==> config.mk <==
export PLATFORM = sky130hd
export DESIGN_NAME = ptr_readout
export DESIGN_NICKNAME = d
export VERILOG_FILES = /design/src/hdl/ptr_pkg.sv /design/src/hdl/ptr_readout.sv
export VERILOG_INCLUDE_DIRS = /design/src /design/src/hdl
export SDC_FILE = /design/constraint.sdc
export NUM_CORES = 1
export LEC_CHECK = 0
export BUFFER_PORTS_ARGS = -buffer_cell sky130_fd_sc_hd__buf_2
export CELL_PAD_IN_SITES_DETAIL_PLACEMENT = 1
export CELL_PAD_IN_SITES_GLOBAL_PLACEMENT = 2
export CORE_MARGIN = 3
export CORE_UTILIZATION = 38
export DETAILED_ROUTE_END_ITERATION = 6
export GPL_ROUTABILITY_DRIVEN = 1
export PLACE_DENSITY = 0.81
export SETUP_SLACK_MARGIN = 0.1
export SLEW_MARGIN = 25
export SYNTH_ARGS = -nofsm -noshare
export SYNTH_HDL_FRONTEND = slang
export SYNTH_SLANG_ARGS = --single-unit
export TNS_END_PERCENT = 50
==> constraint.sdc <==
create_clock -name clk_sys -period 7.1 [get_ports clk_sys]
set_input_delay 1.42 -clock clk_sys [delete_from_list [all_inputs] [get_ports clk_sys]]
set_output_delay 1.42 -clock clk_sys [all_outputs]
set_load 0.05 [all_outputs]
==> src/hdl/ptr_defines.svh <==
// Constants of the pressure and temperature readout block.
// Assumes a 100 MHz system clock; included by the package and the top module.
// Functional notes
// RULE_01 - Sleep interval nibble, 62.5ms steps, sleep only
// RULE_02 - Busy bit set at start, self-clears
// RULE_03 - Mode 000 temp, 001 press, 010 both
// RULE_04 - Mode 011 repeats combined acquisition each interval
// RULE_05 - Status bit0 done, cleared by read
// RULE_06 - Host polls done before reading results
// RULE_07 - Pressure result bytes at 06, 07, 08
// RULE_08 - Results are signed two's complement
// RULE_09 - Raw pressure select stores uncompensated data
// RULE_10 - Temperature result bytes at 09, 0A
// RULE_11 - Raw temperature select leaves temperature undefined
// RULE_12 - Temperature carries eight fractional bits
// RULE_13 - Match seven address bits, eighth is direction
// RULE_14 - Acknowledge match, else release until start
// RULE_15 - Write: command byte then data, all acknowledged
// RULE_16 - Read: shift bytes MSB first while acknowledged
// RULE_17 - Host nacks last byte, device releases
// RULE_18 - Stop condition returns device to idle
// RULE_19 - Only host drives serial clock
// RULE_20 - Four-wire mode: select, clock, in, out
// RULE_21 - Address 6D floating, 6C pulled high
// RULE_22 - Select high two-wire, driven low four-wire
// RULE_23 - Interrupt pulse at end of measurement
// RULE_24 - Register pointer auto-increments per byte
// RULE_25 - Read: write pointer, repeated start, read
`ifndef PTR_DEFINES_SVH
`define PTR_DEFINES_SVH

// ****************************************
// Register offsets
// ****************************************
`define PTR_OFS_PRESS_HIGH 8'h06
`define PTR_OFS_PRESS_MID  8'h07
`define PTR_OFS_PRESS_LOW  8'h08
`define PTR_OFS_TEMP_HIGH  8'h09
`define PTR_OFS_TEMP_LOW   8'h0a
`define PTR_OFS_STATUS     8'h20
`define PTR_OFS_CONTROL    8'h30

// ****************************************
// Field positions and reset values
// ****************************************
`define PTR_CTRL_SLEEP_MSB 7
`define PTR_CTRL_SLEEP_LSB 4
`define PTR_CTRL_BUSY_BIT  3
`define PTR_CTRL_MODE_MSB  2
`define PTR_CTRL_MODE_LSB  0
`define PTR_STAT_DONE_BIT  0
`define PTR_RST_SLEEP      4'h0
`define PTR_RST_MODE       3'h0
`define PTR_RST_RESULT     8'h00

// ****************************************
// Bus addresses
// ****************************************
`define PTR_ADDR_FLOAT 7'h6d
`define PTR_ADDR_HIGH  7'h6c

// ****************************************
// Timing
// ****************************************
`define PTR_CLK_PERIOD_NS     10
`define PTR_SLEEP_UNIT_NS     62500000
`define PTR_SLEEP_UNIT_CYCLES (`PTR_SLEEP_UNIT_NS / `PTR_CLK_PERIOD_NS)
`define PTR_CONV_CYCLES       64

`endif

==> src/hdl/ptr_pkg.sv <==
// Types of the pressure and temperature readout block.
// Assumes ptr_defines.svh is on the include path.
`include "ptr_defines.svh"

package ptr_pkg;

	typedef enum logic [2:0] {
		MODE_TEMP,
		MODE_PRESS,
		MODE_BOTH,
		MODE_SLEEP,
		MODE_OFF4,
		MODE_OFF5,
		MODE_OFF6,
		MODE_OFF7
	} ptr_mode_t;

	typedef enum logic [2:0] {
		BUS_IDLE,
		BUS_ADDR,
		BUS_WRITE,
		BUS_ACK,
		BUS_READ,
		BUS_RACK,
		BUS_IGNORE
	} ptr_bus_t;

	typedef enum logic [1:0] {
		ACQ_IDLE,
		ACQ_PRESS,
		ACQ_TEMP,
		ACQ_WAIT
	} ptr_acq_t;

	typedef struct packed {
		logic signed [23:0] pressure;
		logic signed [15:0] temperature;
		logic [3:0]         sleepCode;
		logic               busy;
		ptr_mode_t          mode;
		logic               done;
	} ptr_regs_t;

	typedef struct packed {
		logic     scl0, scl1, sclPrev;
		logic     sda0, sda1, sdaPrev;
		logic     cs0, cs1, csPrev;
		logic     si0, si1;
		logic     as0, as1;
		ptr_bus_t bus;
		logic [3:0] bitCnt;
		logic [7:0] shift;
		logic [7:0] txShift;
		logic [7:0] pointer;
		logic       firstByte;
		logic       isRead;
		logic       sdaOut;
		logic       sdaOe;
		logic       serialOut;
		logic       serialOutOe;
		ptr_acq_t   acq;
		logic [7:0] convCnt;
		logic [31:0] waitCnt;
		logic       intOut;
		ptr_regs_t  regs;
	} ptr_state_t;

endpackage

==> src/hdl/ptr_readout.sv <==
// Digital side of the pressure and temperature sensor: register file,
// acquisition sequencer, two-wire and four-wire serial slave.
// Assumes the converter results arrive on clk_sys; bus pins are asynchronous.
`timescale 1ns/1ps
`include "ptr_defines.svh"

module ptr_readout
	import ptr_pkg::*;
#(
	parameter int unsigned SLEEP_UNIT_CYCLES = `PTR_SLEEP_UNIT_CYCLES,
	parameter int unsigned CONV_CYCLES       = `PTR_CONV_CYCLES
) (
	input  wire logic               clk_sys,
	input  wire logic               rst_n,
	input  wire logic               scl,
	input  wire logic               sdaIn,
	output logic                    sdaOut,
	output logic                    sdaOe,
	input  wire logic               chipSelectN,
	input  wire logic               serialIn,
	input  wire logic               serialOutAddrSelect,
	output logic                    serialOut,
	output logic                    serialOutOe,
	input  wire logic               rawPressureSel,
	input  wire logic               rawTempSel,
	input  wire logic signed [23:0] adcPressure,
	input  wire logic signed [23:0] adcPressureRaw,
	input  wire logic signed [15:0] adcTemperature,
	output logic                    measureIrq
);

	// ****************************************
	// Register read decode
	// ****************************************
	function automatic logic [7:0] ptr_reg_read(input logic [7:0] addr, input ptr_regs_t r);
		logic [7:0] v;
		v = 8'h00;
		unique case (addr)
			`PTR_OFS_PRESS_HIGH: v = r.pressure[23:16]; // [RULE_07] [RULE_08]
			`PTR_OFS_PRESS_MID:  v = r.pressure[15:8]; // [RULE_07]
			`PTR_OFS_PRESS_LOW:  v = r.pressure[7:0]; // [RULE_07]
			`PTR_OFS_TEMP_HIGH:  v = r.temperature[15:8]; // [RULE_10]
			`PTR_OFS_TEMP_LOW:   v = r.temperature[7:0]; // [RULE_10]
			`PTR_OFS_STATUS:     v[`PTR_STAT_DONE_BIT] = r.done & ~r.busy; // [RULE_05]
			`PTR_OFS_CONTROL:    v = {r.sleepCode, r.busy, r.mode};
			default:             v = 8'h00;
		endcase
		return v;
	endfunction

	ptr_state_t s;
	ptr_state_t next_s;

	// ****************************************
	// Next state
	// ****************************************
	always_comb begin
		logic       sclRise;
		logic       sclFall;
		logic       startCond;
		logic       stopCond;
		logic       wrEn;
		logic       rdEn;
		logic [7:0] wrData;
		logic [7:0] rdData;
		logic [6:0] ownAddr;
		logic [31:0] waitLimit;
		next_s = s;
		sclRise = s.scl1 & ~s.sclPrev;
		sclFall = ~s.scl1 & s.sclPrev;
		startCond = s.scl1 & s.sclPrev & s.sdaPrev & ~s.sda1;
		stopCond = s.scl1 & s.sclPrev & ~s.sdaPrev & s.sda1; // [RULE_18]
		wrEn = 1'b0;
		rdEn = 1'b0;
		wrData = s.shift;
		rdData = ptr_reg_read(s.pointer, s.regs);
		ownAddr = s.as1 ? `PTR_ADDR_HIGH : `PTR_ADDR_FLOAT; // [RULE_21]
		waitLimit = 32'(({28'h0, s.regs.sleepCode} + 32'h1) * SLEEP_UNIT_CYCLES); // [RULE_01]

		// Two-flop synchronisers; only the second stage feeds logic
		next_s.scl0 = scl; // [RULE_19]
		next_s.scl1 = s.scl0;
		next_s.sclPrev = s.scl1;
		next_s.sda0 = sdaIn;
		next_s.sda1 = s.sda0;
		next_s.sdaPrev = s.sda1;
		next_s.cs0 = chipSelectN;
		next_s.cs1 = s.cs0;
		next_s.csPrev = s.cs1;
		next_s.si0 = serialIn;
		next_s.si1 = s.si0;
		next_s.as0 = serialOutAddrSelect;
		next_s.as1 = s.as0;
		next_s.sdaOut = 1'b0;
		next_s.intOut = 1'b0;

		// ****************************************
		// Serial slave
		// ****************************************
		if (s.cs1) begin // [RULE_22]
			next_s.serialOutOe = 1'b0;
			if (startCond) begin
				next_s.bus = BUS_ADDR;
				next_s.bitCnt = 4'h0;
				next_s.sdaOe = 1'b0;
				next_s.firstByte = 1'b1;
			end else if (stopCond) begin
				next_s.bus = BUS_IDLE; // [RULE_18]
				next_s.sdaOe = 1'b0;
			end else begin
				unique case (s.bus)
					BUS_ADDR, BUS_WRITE: begin
						if (sclRise) begin
							next_s.shift = {s.shift[6:0], s.sda1};
							next_s.bitCnt = s.bitCnt + 4'h1;
						end else if (sclFall && s.bitCnt == 4'h8) begin
							if (s.bus == BUS_ADDR) begin
								if (s.shift[7:1] == ownAddr) begin // [RULE_13]
									next_s.sdaOe = 1'b1; // [RULE_14]
									next_s.isRead = s.shift[0]; // [RULE_13]
									next_s.bus = BUS_ACK;
								end else begin
									next_s.bus = BUS_IGNORE; // [RULE_14]
								end
							end else begin
								next_s.sdaOe = 1'b1; // [RULE_15]
								next_s.isRead = 1'b0;
								next_s.bus = BUS_ACK;
								if (s.firstByte) begin
									next_s.pointer = s.shift; // [RULE_15] [RULE_25]
									next_s.firstByte = 1'b0;
								end else begin
									wrEn = 1'b1;
								end
							end
						end
					end
					BUS_ACK: begin
						if (sclFall) begin
							next_s.bitCnt = 4'h0;
							if (s.isRead) begin
								rdEn = 1'b1;
								next_s.shift = rdData;
								next_s.sdaOe = ~rdData[7]; // [RULE_16]
								next_s.bitCnt = 4'h1;
								next_s.bus = BUS_READ;
							end else begin
								next_s.sdaOe = 1'b0;
								next_s.bus = BUS_WRITE;
							end
						end
					end
					BUS_READ: begin
						if (sclFall) begin
							if (s.bitCnt == 4'h8) begin
								next_s.sdaOe = 1'b0;
								next_s.bus = BUS_RACK;
							end else begin
								next_s.shift = {s.shift[6:0], 1'b0};
								next_s.sdaOe = ~s.shift[6]; // [RULE_16]
								next_s.bitCnt = s.bitCnt + 4'h1;
							end
						end
					end
					BUS_RACK: begin
						if (sclRise) begin
							next_s.bus = s.sda1 ? BUS_IGNORE : BUS_ACK; // [RULE_17] [RULE_16]
						end
					end
					BUS_IDLE, BUS_IGNORE: begin
						next_s.sdaOe = 1'b0;
					end
				endcase
			end
		end else begin
			// Four-wire mode 0: sample on rise, shift out on fall
			next_s.bus = BUS_IDLE;
			next_s.sdaOe = 1'b0;
			next_s.serialOutOe = 1'b1; // [RULE_20]
			if (s.csPrev) begin
				next_s.firstByte = 1'b1;
				next_s.bitCnt = 4'h0;
				next_s.serialOut = 1'b0;
			end else if (sclRise) begin
				next_s.shift = {s.shift[6:0], s.si1}; // [RULE_20]
				next_s.bitCnt = s.bitCnt + 4'h1;
				if (s.bitCnt == 4'h7) begin
					next_s.bitCnt = 4'h0;
					wrData = {s.shift[6:0], s.si1};
					if (s.firstByte) begin
						next_s.isRead = wrData[7];
						next_s.pointer = {1'b0, wrData[6:0]};
						next_s.firstByte = 1'b0;
					end else if (!s.isRead) begin
						wrEn = 1'b1;
					end
				end
			end else if (sclFall && s.isRead && !s.firstByte) begin
				if (s.bitCnt == 4'h0) begin
					rdEn = 1'b1;
					next_s.txShift = rdData;
					next_s.serialOut = rdData[7];
				end else begin
					next_s.txShift = {s.txShift[6:0], 1'b0};
					next_s.serialOut = s.txShift[6];
				end
			end
		end

		// Pointer steps past every byte read or written
		if (rdEn || wrEn) begin
			next_s.pointer = s.pointer + 8'h01; // [RULE_24]
		end
		// Clear first so a completion in the same cycle still lands
		if (rdEn && s.pointer == `PTR_OFS_STATUS) begin
			next_s.regs.done = 1'b0; // [RULE_05] [RULE_06]
		end

		// ****************************************
		// Acquisition sequencer
		// ****************************************
		unique case (s.acq)
			ACQ_IDLE: begin
			end
			ACQ_PRESS: begin
				next_s.convCnt = s.convCnt + 8'h01;
				if (32'(s.convCnt) == CONV_CYCLES - 1) begin
					next_s.convCnt = 8'h00;
					next_s.regs.pressure = rawPressureSel ? adcPressureRaw : adcPressure; // [RULE_09]
					next_s.acq = (s.regs.mode == MODE_PRESS) ? ACQ_IDLE : ACQ_TEMP; // [RULE_03]
					if (s.regs.mode == MODE_PRESS) begin
						next_s.regs.busy = 1'b0; // [RULE_02]
						next_s.regs.done = 1'b1; // [RULE_05]
						next_s.intOut = 1'b1; // [RULE_23]
					end
				end
			end
			ACQ_TEMP: begin
				next_s.convCnt = s.convCnt + 8'h01;
				if (32'(s.convCnt) == CONV_CYCLES - 1) begin
					next_s.convCnt = 8'h00;
					if (!rawTempSel) begin
						next_s.regs.temperature = adcTemperature; // [RULE_11] [RULE_12] [RULE_08]
					end
					next_s.regs.busy = 1'b0; // [RULE_02]
					next_s.regs.done = 1'b1; // [RULE_05]
					next_s.intOut = 1'b1; // [RULE_23]
					next_s.waitCnt = 32'h0;
					next_s.acq = (s.regs.mode == MODE_SLEEP) ? ACQ_WAIT : ACQ_IDLE; // [RULE_04]
				end
			end
			ACQ_WAIT: begin
				next_s.waitCnt = s.waitCnt + 32'h1;
				if (s.waitCnt == waitLimit - 32'h1) begin
					next_s.acq = ACQ_PRESS; // [RULE_04] [RULE_01]
					next_s.regs.busy = 1'b1; // [RULE_02]
					next_s.regs.done = 1'b0;
				end
			end
		endcase

		// ****************************************
		// Register writes
		// ****************************************
		if (wrEn && s.pointer == `PTR_OFS_CONTROL) begin
			next_s.regs.sleepCode = wrData[`PTR_CTRL_SLEEP_MSB:`PTR_CTRL_SLEEP_LSB]; // [RULE_01]
			next_s.regs.mode = ptr_mode_t'(wrData[`PTR_CTRL_MODE_MSB:`PTR_CTRL_MODE_LSB]);
			next_s.convCnt = 8'h00;
			unique case (ptr_mode_t'(wrData[`PTR_CTRL_MODE_MSB:`PTR_CTRL_MODE_LSB])) // [RULE_03]
				MODE_TEMP: next_s.acq = ACQ_TEMP;
				MODE_PRESS, MODE_BOTH, MODE_SLEEP: next_s.acq = ACQ_PRESS; // [RULE_04]
				MODE_OFF4, MODE_OFF5, MODE_OFF6, MODE_OFF7: next_s.acq = ACQ_IDLE;
			endcase
			next_s.regs.busy = ~wrData[`PTR_CTRL_MODE_MSB]; // [RULE_02]
			next_s.regs.done = 1'b0;
		end
	end

	// ****************************************
	// State register
	// ****************************************
	always_ff @(posedge clk_sys or negedge rst_n) begin
		if (!rst_n) begin
			s <= '0;
			s.scl0 <= 1'b1;
			s.scl1 <= 1'b1;
			s.sclPrev <= 1'b1;
			s.sda0 <= 1'b1;
			s.sda1 <= 1'b1;
			s.sdaPrev <= 1'b1;
			s.cs0 <= 1'b1;
			s.cs1 <= 1'b1;
			s.csPrev <= 1'b1;
			s.bus <= BUS_IDLE;
			s.acq <= ACQ_IDLE;
			s.firstByte <= 1'b1;
			s.regs.sleepCode <= `PTR_RST_SLEEP;
			s.regs.mode <= ptr_mode_t'(`PTR_RST_MODE);
			s.regs.pressure <= {3{`PTR_RST_RESULT}};
			s.regs.temperature <= {2{`PTR_RST_RESULT}};
		end else begin
			s <= next_s;
		end
	end

	assign sdaOut = s.sdaOut;
	assign sdaOe = s.sdaOe;
	assign serialOut = s.serialOut;
	assign serialOutOe = s.serialOutOe;
	assign measureIrq = s.intOut;

endmodule

==> results.toml, run 1 <==
[power_and_ir_drop]
ir_worst_vdd_mv = 0.130
p_int_w = 0.00167
power.share.clock = 0.348
leakagePower_nw = 5.03
p_per_area_nw_per_um2 = 237
p_switching_w = 0.000960
netSwitchingFraction = 0.366
seq_power_share = 0.399
combinationalPowerShare = 0.253

[synthesis]
synth_fp_nets = 1238
yosysWarnings = 0
synth_ff_type = "dfrtp_1"
netlist_area_sq_um = 9750
synthesis.instances = 1097
ys_types = 82
synth.ff_latch_count = 140
syn_area_per_cell_sq_um = 8.89
synth_enable_flop_cells = 0
synth-seq-area-share = 0.361
async_flop_share = 1.00

[final_layout]
nNetsFinal = 1302
final_core_util = 0.447
area_delta_synth_final_pct = 13.5
design_area_sq_um = 11100
antenna_cells = 0
layout.cells.non_filler = 1498
layout_commonest_cell = "nand2_1"
drive_above_1_share = 0.156
layout_common_cells = "138 x nand2_1, 130 x dfrtp_1, 100 x nor2_1"

[global_routing]
grt_pass1_wl_mm = 46.3
grt_overflow_total = 0
grt_max_degree = 78
first_global_vias = 8620
track_usage = 0.203
antenna_found_initial = 0

[timing]
setup_viol = 0
finalMaxSlewViolations = 0
holdWs_ns = 0.351
tightest_slew_ns = 0.839
max_freq_ghz = 0.156
rsz0062_at_grt = "false"
post-route-period-util = 0.903
fin_crit_ns = 6.41
hold_viol = 0
relSlewSlack = 0.440
fin_tns_setup_ns = 0
fin_skew_ns = 0.0164

[route]
wl_mm = 27.4
wl_per_cell_microns = 18.3
vias = 8299
drt-vias-per-instance = 5.54
dr.pass1.iters = 5
first_iter_violations = 544
ant_nets = 0
drc = 0

[clock_tree]
h-tree-depth = 4
postCtsSetupBuffers = 0
clk-insertion-delay-late_ns = 0.43
hold_buffers = 0
clock_sinks = 140
post_cts_resized = 0
cts_tree = "built"
clock_tree.root_cell = "clkbuf_16"
ctsLongestPathBuffers = 2
cts.clk_slew.worst_paths_ns = 0.07
cts-buffers-inserted = 17

[placed_design]
gp_congestion = 0.831
dpl.cell_count = 1465
io_buffers = 76
placed_area_sq_um = 10500
dp_hpwl_mm = 20.9

[die]
core_area_sq_um = 24700
rows = 57
die_h_microns = 166
dieArea_sq_um = 27600
io_pins = 78
die_x_microns = 166
start_util = 0.394

[min_path]
hold_path.class = "reg2reg"

[worst_setup_path]
timing.rr.end = "s[91]$_DFFE_PN0P_"
startpoint = "s[7]$_DFFE_PN0P_"
critPathKind = "reg2reg"
path_cells = "nand3_1 -> xnor2_1 -> inv_1 -> fa_1 -> inv_1 -> fa_1 -> inv_1 -> ha_1 -> ha_1 -> a211oi_2 -> o21ai_1 -> xnor2_1 -> o2111ai_1 -> nor2_1 -> nand4b_1 -> o41a_1 -> o41ai_4 -> nand2b_2 -> a221oi_2"
start_kind = "flip-flop"
cp_max_fo = 10
path_common_cell = "inv_1"
r2r_setup_slack_ns = 0.69
worstPathRequired_ns = 7.43
reg2reg_depth = 19
worst-path-buf-inv = 3
arrival_ns = 6.74
critPathCapture = "s[91]$_DFFE_PN0P_"
path_delay_family = "compound AO/OA/AOI/OAI gates"
critPathMaxStageDelay_ns = 0.69
reg2reg_from = "s[7]$_DFFE_PN0P_"
cp-end-kind = "flip-flop"
cpMaxStageDelayCell = "fa_1"
cp.depth = 19

[outcome]
status = "finished, final reports clean"

[flow_run]
drv_cap = 0
-- flip-flops by register name (all words and copies together) (netlist names) --
register     count
serialOutOe      1
measureIrq       1
sdaOe            1
serialOut        1
next_s           8
s              128
-- worst min-delay path by stage --
stage               slack [ns]  cells after the start                     to             startpoint
finish                    0.35                      0       s[131]$_DFF_PN0_  next_s[131]$_DFF_PN0_
global placement          0.33                      0       s[131]$_DFF_PN0_  next_s[131]$_DFF_PN0_
floorplan                 0.33                      0       s[129]$_DFF_PN0_  next_s[129]$_DFF_PN0_
global route              0.37                      0  next_s[139]$_DFF_PN1_  next_s[140]$_DFF_PN1_
detailed placement        0.34                      0       s[131]$_DFF_PN0_  next_s[131]$_DFF_PN0_
CTS                       0.35                      0       s[129]$_DFF_PN0_  next_s[129]$_DFF_PN0_
-- stage by stage --
step                setup WS [ns]  total power, W
floorplan                    1.33         0.00149
global placement            0.981         0.00171
detailed placement          0.689         0.00173
CTS                         0.644         0.00265
global route                0.130         0.00281
finish                      0.688         0.00263
-- worst reg2reg max path, cell delays in order (launching register included) --
cell,delay (ns)
dfrtp_1,0.53
nand3_1,0.14
xnor2_1,0.43
inv_1,0.28
fa_1,0.69
inv_1,0.09
fa_1,0.51
inv_1,0.08
ha_1,0.30
ha_1,0.26
a211oi_2,0.36
o21ai_1,0.19
xnor2_1,0.46
o2111ai_1,0.31
nor2_1,0.19
nand4b_1,0.15
o41a_1,0.50
o41ai_4,0.53
nand2b_2,0.12
a221oi_2,0.22
-- synthesized netlist by cell type, types with 5 or more instances --
library cell    n  area share
nor2b_1         8      0.0051
nor3_1         18      0.0092
dfrtp_1       130        0.33
ha_1           51       0.065
and3_1         14      0.0090
xnor2_1        32       0.029
nand3_1        36       0.018
mux2i_1        29       0.030
a221oi_1       15       0.013
inv_1          55       0.021
a22oi_1        14       0.011
clkbuf_1       39       0.015
o211ai_1        6      0.0046
and4_1          5      0.0045
fa_1           17       0.035
o21ai_0        82       0.042
xor2_1         39       0.035
dfstp_2        10       0.027
a21oi_1        66       0.034
nor3b_1         5      0.0039
a31oi_1        14      0.0090
nand2b_1       15      0.0096
nand4_1        17       0.011
nor2_1        100       0.039
a211oi_1       12      0.0092
or3_1           7      0.0045
mux2_2         20       0.023
nand2_1       138       0.053
o31ai_1         5      0.0039
-- power groups by stage --
| stage | Combinational (W) | Sequential (W) | Clock [W] |
|---|---|---|---|
| 6_report | 0.000665 | 0.00105 | 0.000914 |
| 5_1_grt | 0.000765 | 0.00107 | 0.000974 |
| 4_1_cts | 0.000671 | 0.00105 | 0.000933 |
| 3_5_place_dp | 0.000665 | 0.00106 | 0 |
| 3_3_place_gp | 0.000652 | 0.00106 | 0 |
| 2_1_floorplan | 0.000495 | 0.000992 | 0 |
-- area by class of cell --
type / instances / area (sq um)
timing repair buffer: 90 / 492
sequential: 140 / 3520
fill: 2924 / 13700
tap: 324 / 405
clock buffer: 18 / 429
inverter: 55 / 206
clock inverter: 14 / 173
multi-input combinational: 857 / 5840
-- routing by layer --
layer / GRT usage / up-vias / wire, microns
met4: 0.0329 / 0 / 200
met2: 0.347 / 111 / 13400
met5: 0 / - / 0
met1: 0.283 / 4147 / 13100
li1: - / 4025 / -
met3: 0.0264 / 16 / 645
-- cell families after synthesis --
logic type	Yosys count	share of synthesized area
AND/OR/NAND/NOR	397	0.196
AO/OA/AOI/OAI	267	0.177
flip-flops	140	0.361
buffers and inverters	100	0.0411
XOR/XNOR	75	0.0712
adder cells (fa/ha/maj)	68	0.100
multiplexers	49	0.0529
other	1	0.000385
(Power assumes the default switching activity.)
==> run 2, diff against run 1 <==
Clock period 7.1 ns to 6.1 ns, I/O delays scaled along.
==> results.toml, run 2 (synthesis gave the netlist of run 1 again) <==
[final_layout]
drive_above_1_share = 0.172
antenna_cells = 0
fill_cells = 2898
regMostFlops = "s"
nNetsFinal = 1309
final_core_util = 0.453
largest_register_ffs = 128
layout_common_cells = "138 x nand2_1, 128 x dfrtp_1, 100 x nor2_1"
layout_commonest_cell = "nand2_1"
area_delta_synth_final_pct = 15.0

[die]
dieArea_sq_um = 27600
die_h_microns = 166
io_pins = 78
rows = 57
core_area_sq_um = 24700
start_util = 0.394
die_x_microns = 166

[global_routing]
grt_pass1_wl_mm = 46.8
antenna_found_initial = 0
first_global_vias = 8819
track_usage = 0.205
grt_overflow_total = 0
grt_max_degree = 96

[timing]
holdWs_ns = 0.351
setup_viol = 0
fin_crit_ns = 5.73
fin_tns_setup_ns = 0
post-route-period-util = 0.939
max_freq_ghz = 0.175
hold_viol = 0
fin_skew_ns = 0.0139
relSlewSlack = 0.403
rsz0062_at_grt = "false"
finalMaxSlewViolations = 0
tightest_slew_ns = 0.895

[power_and_ir_drop]
p_switching_w = 0.00110
p_int_w = 0.00201
seq_power_share = 0.393
p_per_area_nw_per_um2 = 277
leakagePower_nw = 5.07
ir_worst_vdd_mv = 0.197
combinationalPowerShare = 0.251
power.share.clock = 0.356
netSwitchingFraction = 0.353

[route]
wl_per_cell_microns = 18.7
ant_nets = 0
first_iter_violations = 405
drt-vias-per-instance = 5.53
vias = 8328
drc = 0
wl_mm = 28.1
dr.pass1.iters = 4

[clock_tree]
cts_tree = "built"
cts-buffers-inserted = 17
clk-insertion-delay-late_ns = 0.42
cts.clk_slew.worst_paths_ns = 0.07
hold_buffers = 0
clock_sinks = 140
clock_tree.root_cell = "clkbuf_16"
h-tree-depth = 4
ctsLongestPathBuffers = 2

[outcome]
status = "finished, final reports clean"

[min_path]
hold_end = "s[131]$_DFF_PN0_"
hold_path_startpoint = "next_s[131]$_DFF_PN0_"
hold_path_depth = 0
hold_path.class = "reg2reg"

[worst_setup_path]
timing.rr.end = "s[91]$_DFFE_PN0P_"
arrival_ns = 6.05
cp-end-kind = "flip-flop"
reg2reg_from = "s[5]$_DFFE_PN0P_"
cp_max_fo = 5
start_kind = "flip-flop"
r2r_setup_slack_ns = 0.37
worstPathRequired_ns = 6.42
reg2reg_depth = 20
critPathKind = "reg2reg"

[placed_design]
gp_congestion = 0.836
io_buffers = 76
dp_hpwl_mm = 21.2

[flow_run]
drv_cap = 0
-- run 2: changes by cell type in the layout (fill, tap and decap cells not counted), sizes merged --
cell,previous run,this run
buf,89,96
inv,64,60
bufinv,1,3
clkbuf,19,20
clkinv,3,4
-- run 2: cell type report --
class / instances / area, sq um / area share
multi-input combinational: 857 / 5930 / 0.528
sequential: 140 / 3520 / 0.314
timing repair buffer: 97 / 544 / 0.0485
clock buffer: 19 / 433 / 0.0386
tap: 324 / 405 / 0.0362
inverter: 55 / 206 / 0.0184
clock inverter: 13 / 180 / 0.0161
-- run 2: how the worst max path moves through the flow --
stage / start / to / slack (ns) / depth (start not counted)
finish: s[5]$_DFFE_PN0P_ / s[91]$_DFFE_PN0P_ / 0.37 / 20
global route: s[5]$_DFFE_PN0P_ / s[91]$_DFFE_PN0P_ / 0.08 / 20
CTS: s[5]$_DFFE_PN0P_ / s[91]$_DFFE_PN0P_ / 0.11 / 20
detailed placement: s[5]$_DFFE_PN0P_ / s[91]$_DFFE_PN0P_ / 0.02 / 19
global placement: s[5]$_DFFE_PN0P_ / s[91]$_DFFE_PN0P_ / 0.21 / 19
floorplan: s[5]$_DFFE_PN0P_ / s[91]$_DFFE_PN0P_ / 0.33 / 21
-- run 2: power by group through the flow --
stage	clock network, W	logic (W)	registers, W
2_1_floorplan	0	0.000576	0.00115
3_5_place_dp	0	0.000776	0.00123
3_3_place_gp	0	0.000755	0.00123
4_1_cts	0.00113	0.000788	0.00122
5_1_grt	0.00117	0.000891	0.00125
6_report	0.00110	0.000781	0.00122
-- run 2: routing by layer --
metal / GRT usage / vias to the layer above / wire (microns)
met4: 0.0358 / 0 / 240
met3: 0.0279 / 21 / 715
met2: 0.360 / 98 / 14200
li1: - / 4028 / -
met1: 0.276 / 4181 / 12900
met5: 0 / - / 0
-- run 2: timing repair --
| item | 4_1_cts | 5_1_grt |
|---|---|---|
| setup endpoints to repair | 4 | 4 |
| setup buffers | 0 | 0 |
| gates resized for setup | 1 | 14 |
-- run 2: through the flow --
stage	cell area (sq um)	instances	setup WS, ns	total power, W
5_1_grt	11200	1505	0.0801	0.00331
3_5_place_dp	10500	1472	0.0163	0.00201
2_1_floorplan	9750	1097	0.326	0.00173
3_3_place_gp	10500	1472	0.212	0.00198
6_report	11200	1505	0.374	0.00311
4_1_cts	11100	1504	0.110	0.00314
-- run 2: worst max-delay path, cell delays in order, from the launching register on --
cell       delay [ns]
dfrtp_2          0.44
nand3_1          0.15
xnor2_2          0.25
inv_2            0.14
fa_2             0.62
inv_1            0.07
fa_1             0.50
inv_1            0.08
ha_1             0.30
ha_1             0.36
nor2b_1          0.19
o2111ai_1        0.36
a21oi_1          0.15
o311ai_1         0.42
a21oi_2          0.14
nand3_1          0.12
mux2i_1          0.08
o41a_1           0.46
o41ai_4          0.44
nand2b_2         0.11
a221oi_2         0.24
==> run 3, diff against run 2 <==
Settings changed: BUFFER_PORTS_ARGS -buffer_cell sky130_fd_sc_hd__buf_2 to default, CORE_UTILIZATION 38 to 40, DONT_BUFFER_PORTS from default to 1, PLACE_DENSITY 0.81 to 0.8.
==> results.toml, run 3 (synthesis gave the netlist of run 1 again) <==
[outcome]
status = "finished, final reports clean"

[die]
io_pins = 78
rows = 56
start_util = 0.412
die_x_microns = 162
core_area_sq_um = 23700
dieArea_sq_um = 26300
die_h_microns = 162

[final_layout]
regMostFlops = "s"
nNetsFinal = 1238
area_delta_synth_final_pct = 11.6
drive_above_1_share = 0.122
antenna_cells = 0
largest_register_ffs = 128
layout.cells.non_filler = 1429
fill_cells = 2793
layout_commonest_cell = "nand2_1"
layout_common_cells = "138 x nand2_1, 126 x dfrtp_1, 99 x nor2_1"

[timing]
relSlewSlack = 0.387
fin_crit_ns = 5.72
fin_tns_setup_ns = 0
max_freq_ghz = 0.175
finalMaxSlewViolations = 0
rsz0062_at_grt = "false"
hold_viol = 0
post-route-period-util = 0.938
fin_skew_ns = 0.0115
setup_viol = 0
tightest_slew_ns = 0.912

[worst_setup_path]
worstPathRequired_ns = 6.43
cpMaxStageDelayCell = "o41ai_4"
cp-end-kind = "flip-flop"
reg2reg_depth = 19
path_cells = "ha_4 -> xor2_2 -> inv_1 -> fa_1 -> inv_1 -> fa_1 -> ha_1 -> ha_1 -> a21oi_1 -> o21ai_2 -> a2111oi_4 -> a211oi_4 -> xor3_1 -> o2111ai_1 -> nor4b_2 -> nand4_2 -> o41ai_4 -> nand2b_2 -> a221oi_2"
r2r_setup_slack_ns = 0.38
reg2reg_from = "s[5]$_DFFE_PN0P_"
critPathMaxStageDelay_ns = 0.51
cp_max_fo = 6
path_delay_family = "compound AO/OA/AOI/OAI gates"
critPathKind = "reg2reg"
worst-path-buf-inv = 2
arrival_ns = 6.05
start_kind = "flip-flop"
timing.rr.end = "s[91]$_DFFE_PN0P_"

[power_and_ir_drop]
ir_worst_vdd_mv = 0.177
netSwitchingFraction = 0.345
power.share.clock = 0.352
p_int_w = 0.00196
p_switching_w = 0.00103
seq_power_share = 0.409
combinationalPowerShare = 0.239
p_per_area_nw_per_um2 = 276
leakagePower_nw = 4.78

[route]
ant_nets = 0
wl_per_cell_microns = 19.2
first_iter_violations = 448
wirelength_met1_mm = 12.9
dr.pass1.iters = 5
drc = 0
drt-vias-per-instance = 5.64
wl_mm = 27.4
wl_met2_mm = 13.5
vias = 8055
top_layer_used = "met4"
dr_wl_met3_microns = 641

[clock_tree]
cts_tree = "built"
ctsLongestPathBuffers = 2
clock_tree.root_cell = "clkbuf_16"
cts-buffers-inserted = 17
clk-insertion-delay-late_ns = 0.42
clock_sinks = 140
cts.clk_slew.worst_paths_ns = 0.07
h-tree-depth = 4

[min_path]
hold_path_depth = 0
hold_path_startpoint = "next_s[129]$_DFF_PN0_"
hold_end = "s[129]$_DFF_PN0_"
hold_path.class = "reg2reg"

[placed_design]
io_buffers = 0
dpl.cell_count = 1390
gp_congestion = 0.829
dp_hpwl_mm = 20.4

[global_routing]
grt_max_degree = 141
track_usage = 0.214
grt_overflow_total = 0
first_global_vias = 8335
antenna_found_initial = 0
grt_pass1_wl_mm = 45.2

[flow_run]
drv_cap = 0
-- run 3: cell types whose count changed in the layout (fill, tap and decap cells not counted), sizes merged --
cell      before  now
clkinvlp       1    2
clkbuf        20   22
buf           96   25
inv           60   59
bufinv         3    2
clkinv         4    3
-- run 3: through the flow --
step                      power, W  hold WS, ns  area [sq um]  worst slack (ns)  utilization
final                      0.00300        0.352         10900             0.379        0.459
after global routing       0.00320        0.361         10900             0.106        0.459
after CTS                  0.00302        0.352         10700             0.121        0.452
after detailed placement   0.00195        0.337         10100             0.151        0.426
after global placement     0.00193        0.334         10100             0.256        0.426
after floorplan            0.00173        0.331          9750             0.326            -
-- run 3: power groups by stage --
stage | clock (W) | sequential (W) | combinational (W)
final | 0.00106 | 0.00123 | 0.000715
after global routing | 0.00112 | 0.00125 | 0.000824
after CTS | 0.00108 | 0.00123 | 0.000715
after detailed placement | 0 | 0.00124 | 0.000711
after global placement | 0 | 0.00124 | 0.000696
after floorplan | 0 | 0.00115 | 0.000576
-- run 3: final cells by class --
| class | count | area [sq um] | share of cell area |
|---|---|---|---|
| multi-input combinational | 857 | 5950 | 0.547 |
| sequential | 140 | 3520 | 0.324 |
| clock buffer | 21 | 460 | 0.0423 |
| tap | 319 | 399 | 0.0367 |
| inverter | 55 | 206 | 0.0190 |
| timing repair buffer | 26 | 199 | 0.0183 |
| clock inverter | 11 | 135 | 0.0124 |
-- run 3: worst max-delay path by stage --
stage	slack [ns]	start	cells after the start	to
6_report	0.38	s[5]$_DFFE_PN0P_	19	s[91]$_DFFE_PN0P_
2_1_floorplan	0.33	s[5]$_DFFE_PN0P_	21	s[91]$_DFFE_PN0P_
3_5_place_dp	0.15	s[5]$_DFFE_PN0P_	19	s[91]$_DFFE_PN0P_
3_3_place_gp	0.26	s[5]$_DFFE_PN0P_	19	s[4]$_DFFE_PN0P_
4_1_cts	0.12	s[5]$_DFFE_PN0P_	19	s[91]$_DFFE_PN0P_
5_1_grt	0.11	s[5]$_DFFE_PN0P_	19	s[91]$_DFFE_PN0P_
-- run 3: repair_timing --
item	CTS	global route
pin swaps	0	5
endpoints found under the setup margin	2	4
buffers inserted	0	6
hold buffers	0	0
resized for setup	3	22
-- run 3: metal layers --
metal,up-vias,track usage
li1,3884,-
met1,4044,0.294
met5,-,0
met4,0,0.0477
met3,21,0.0260
met2,106,0.363
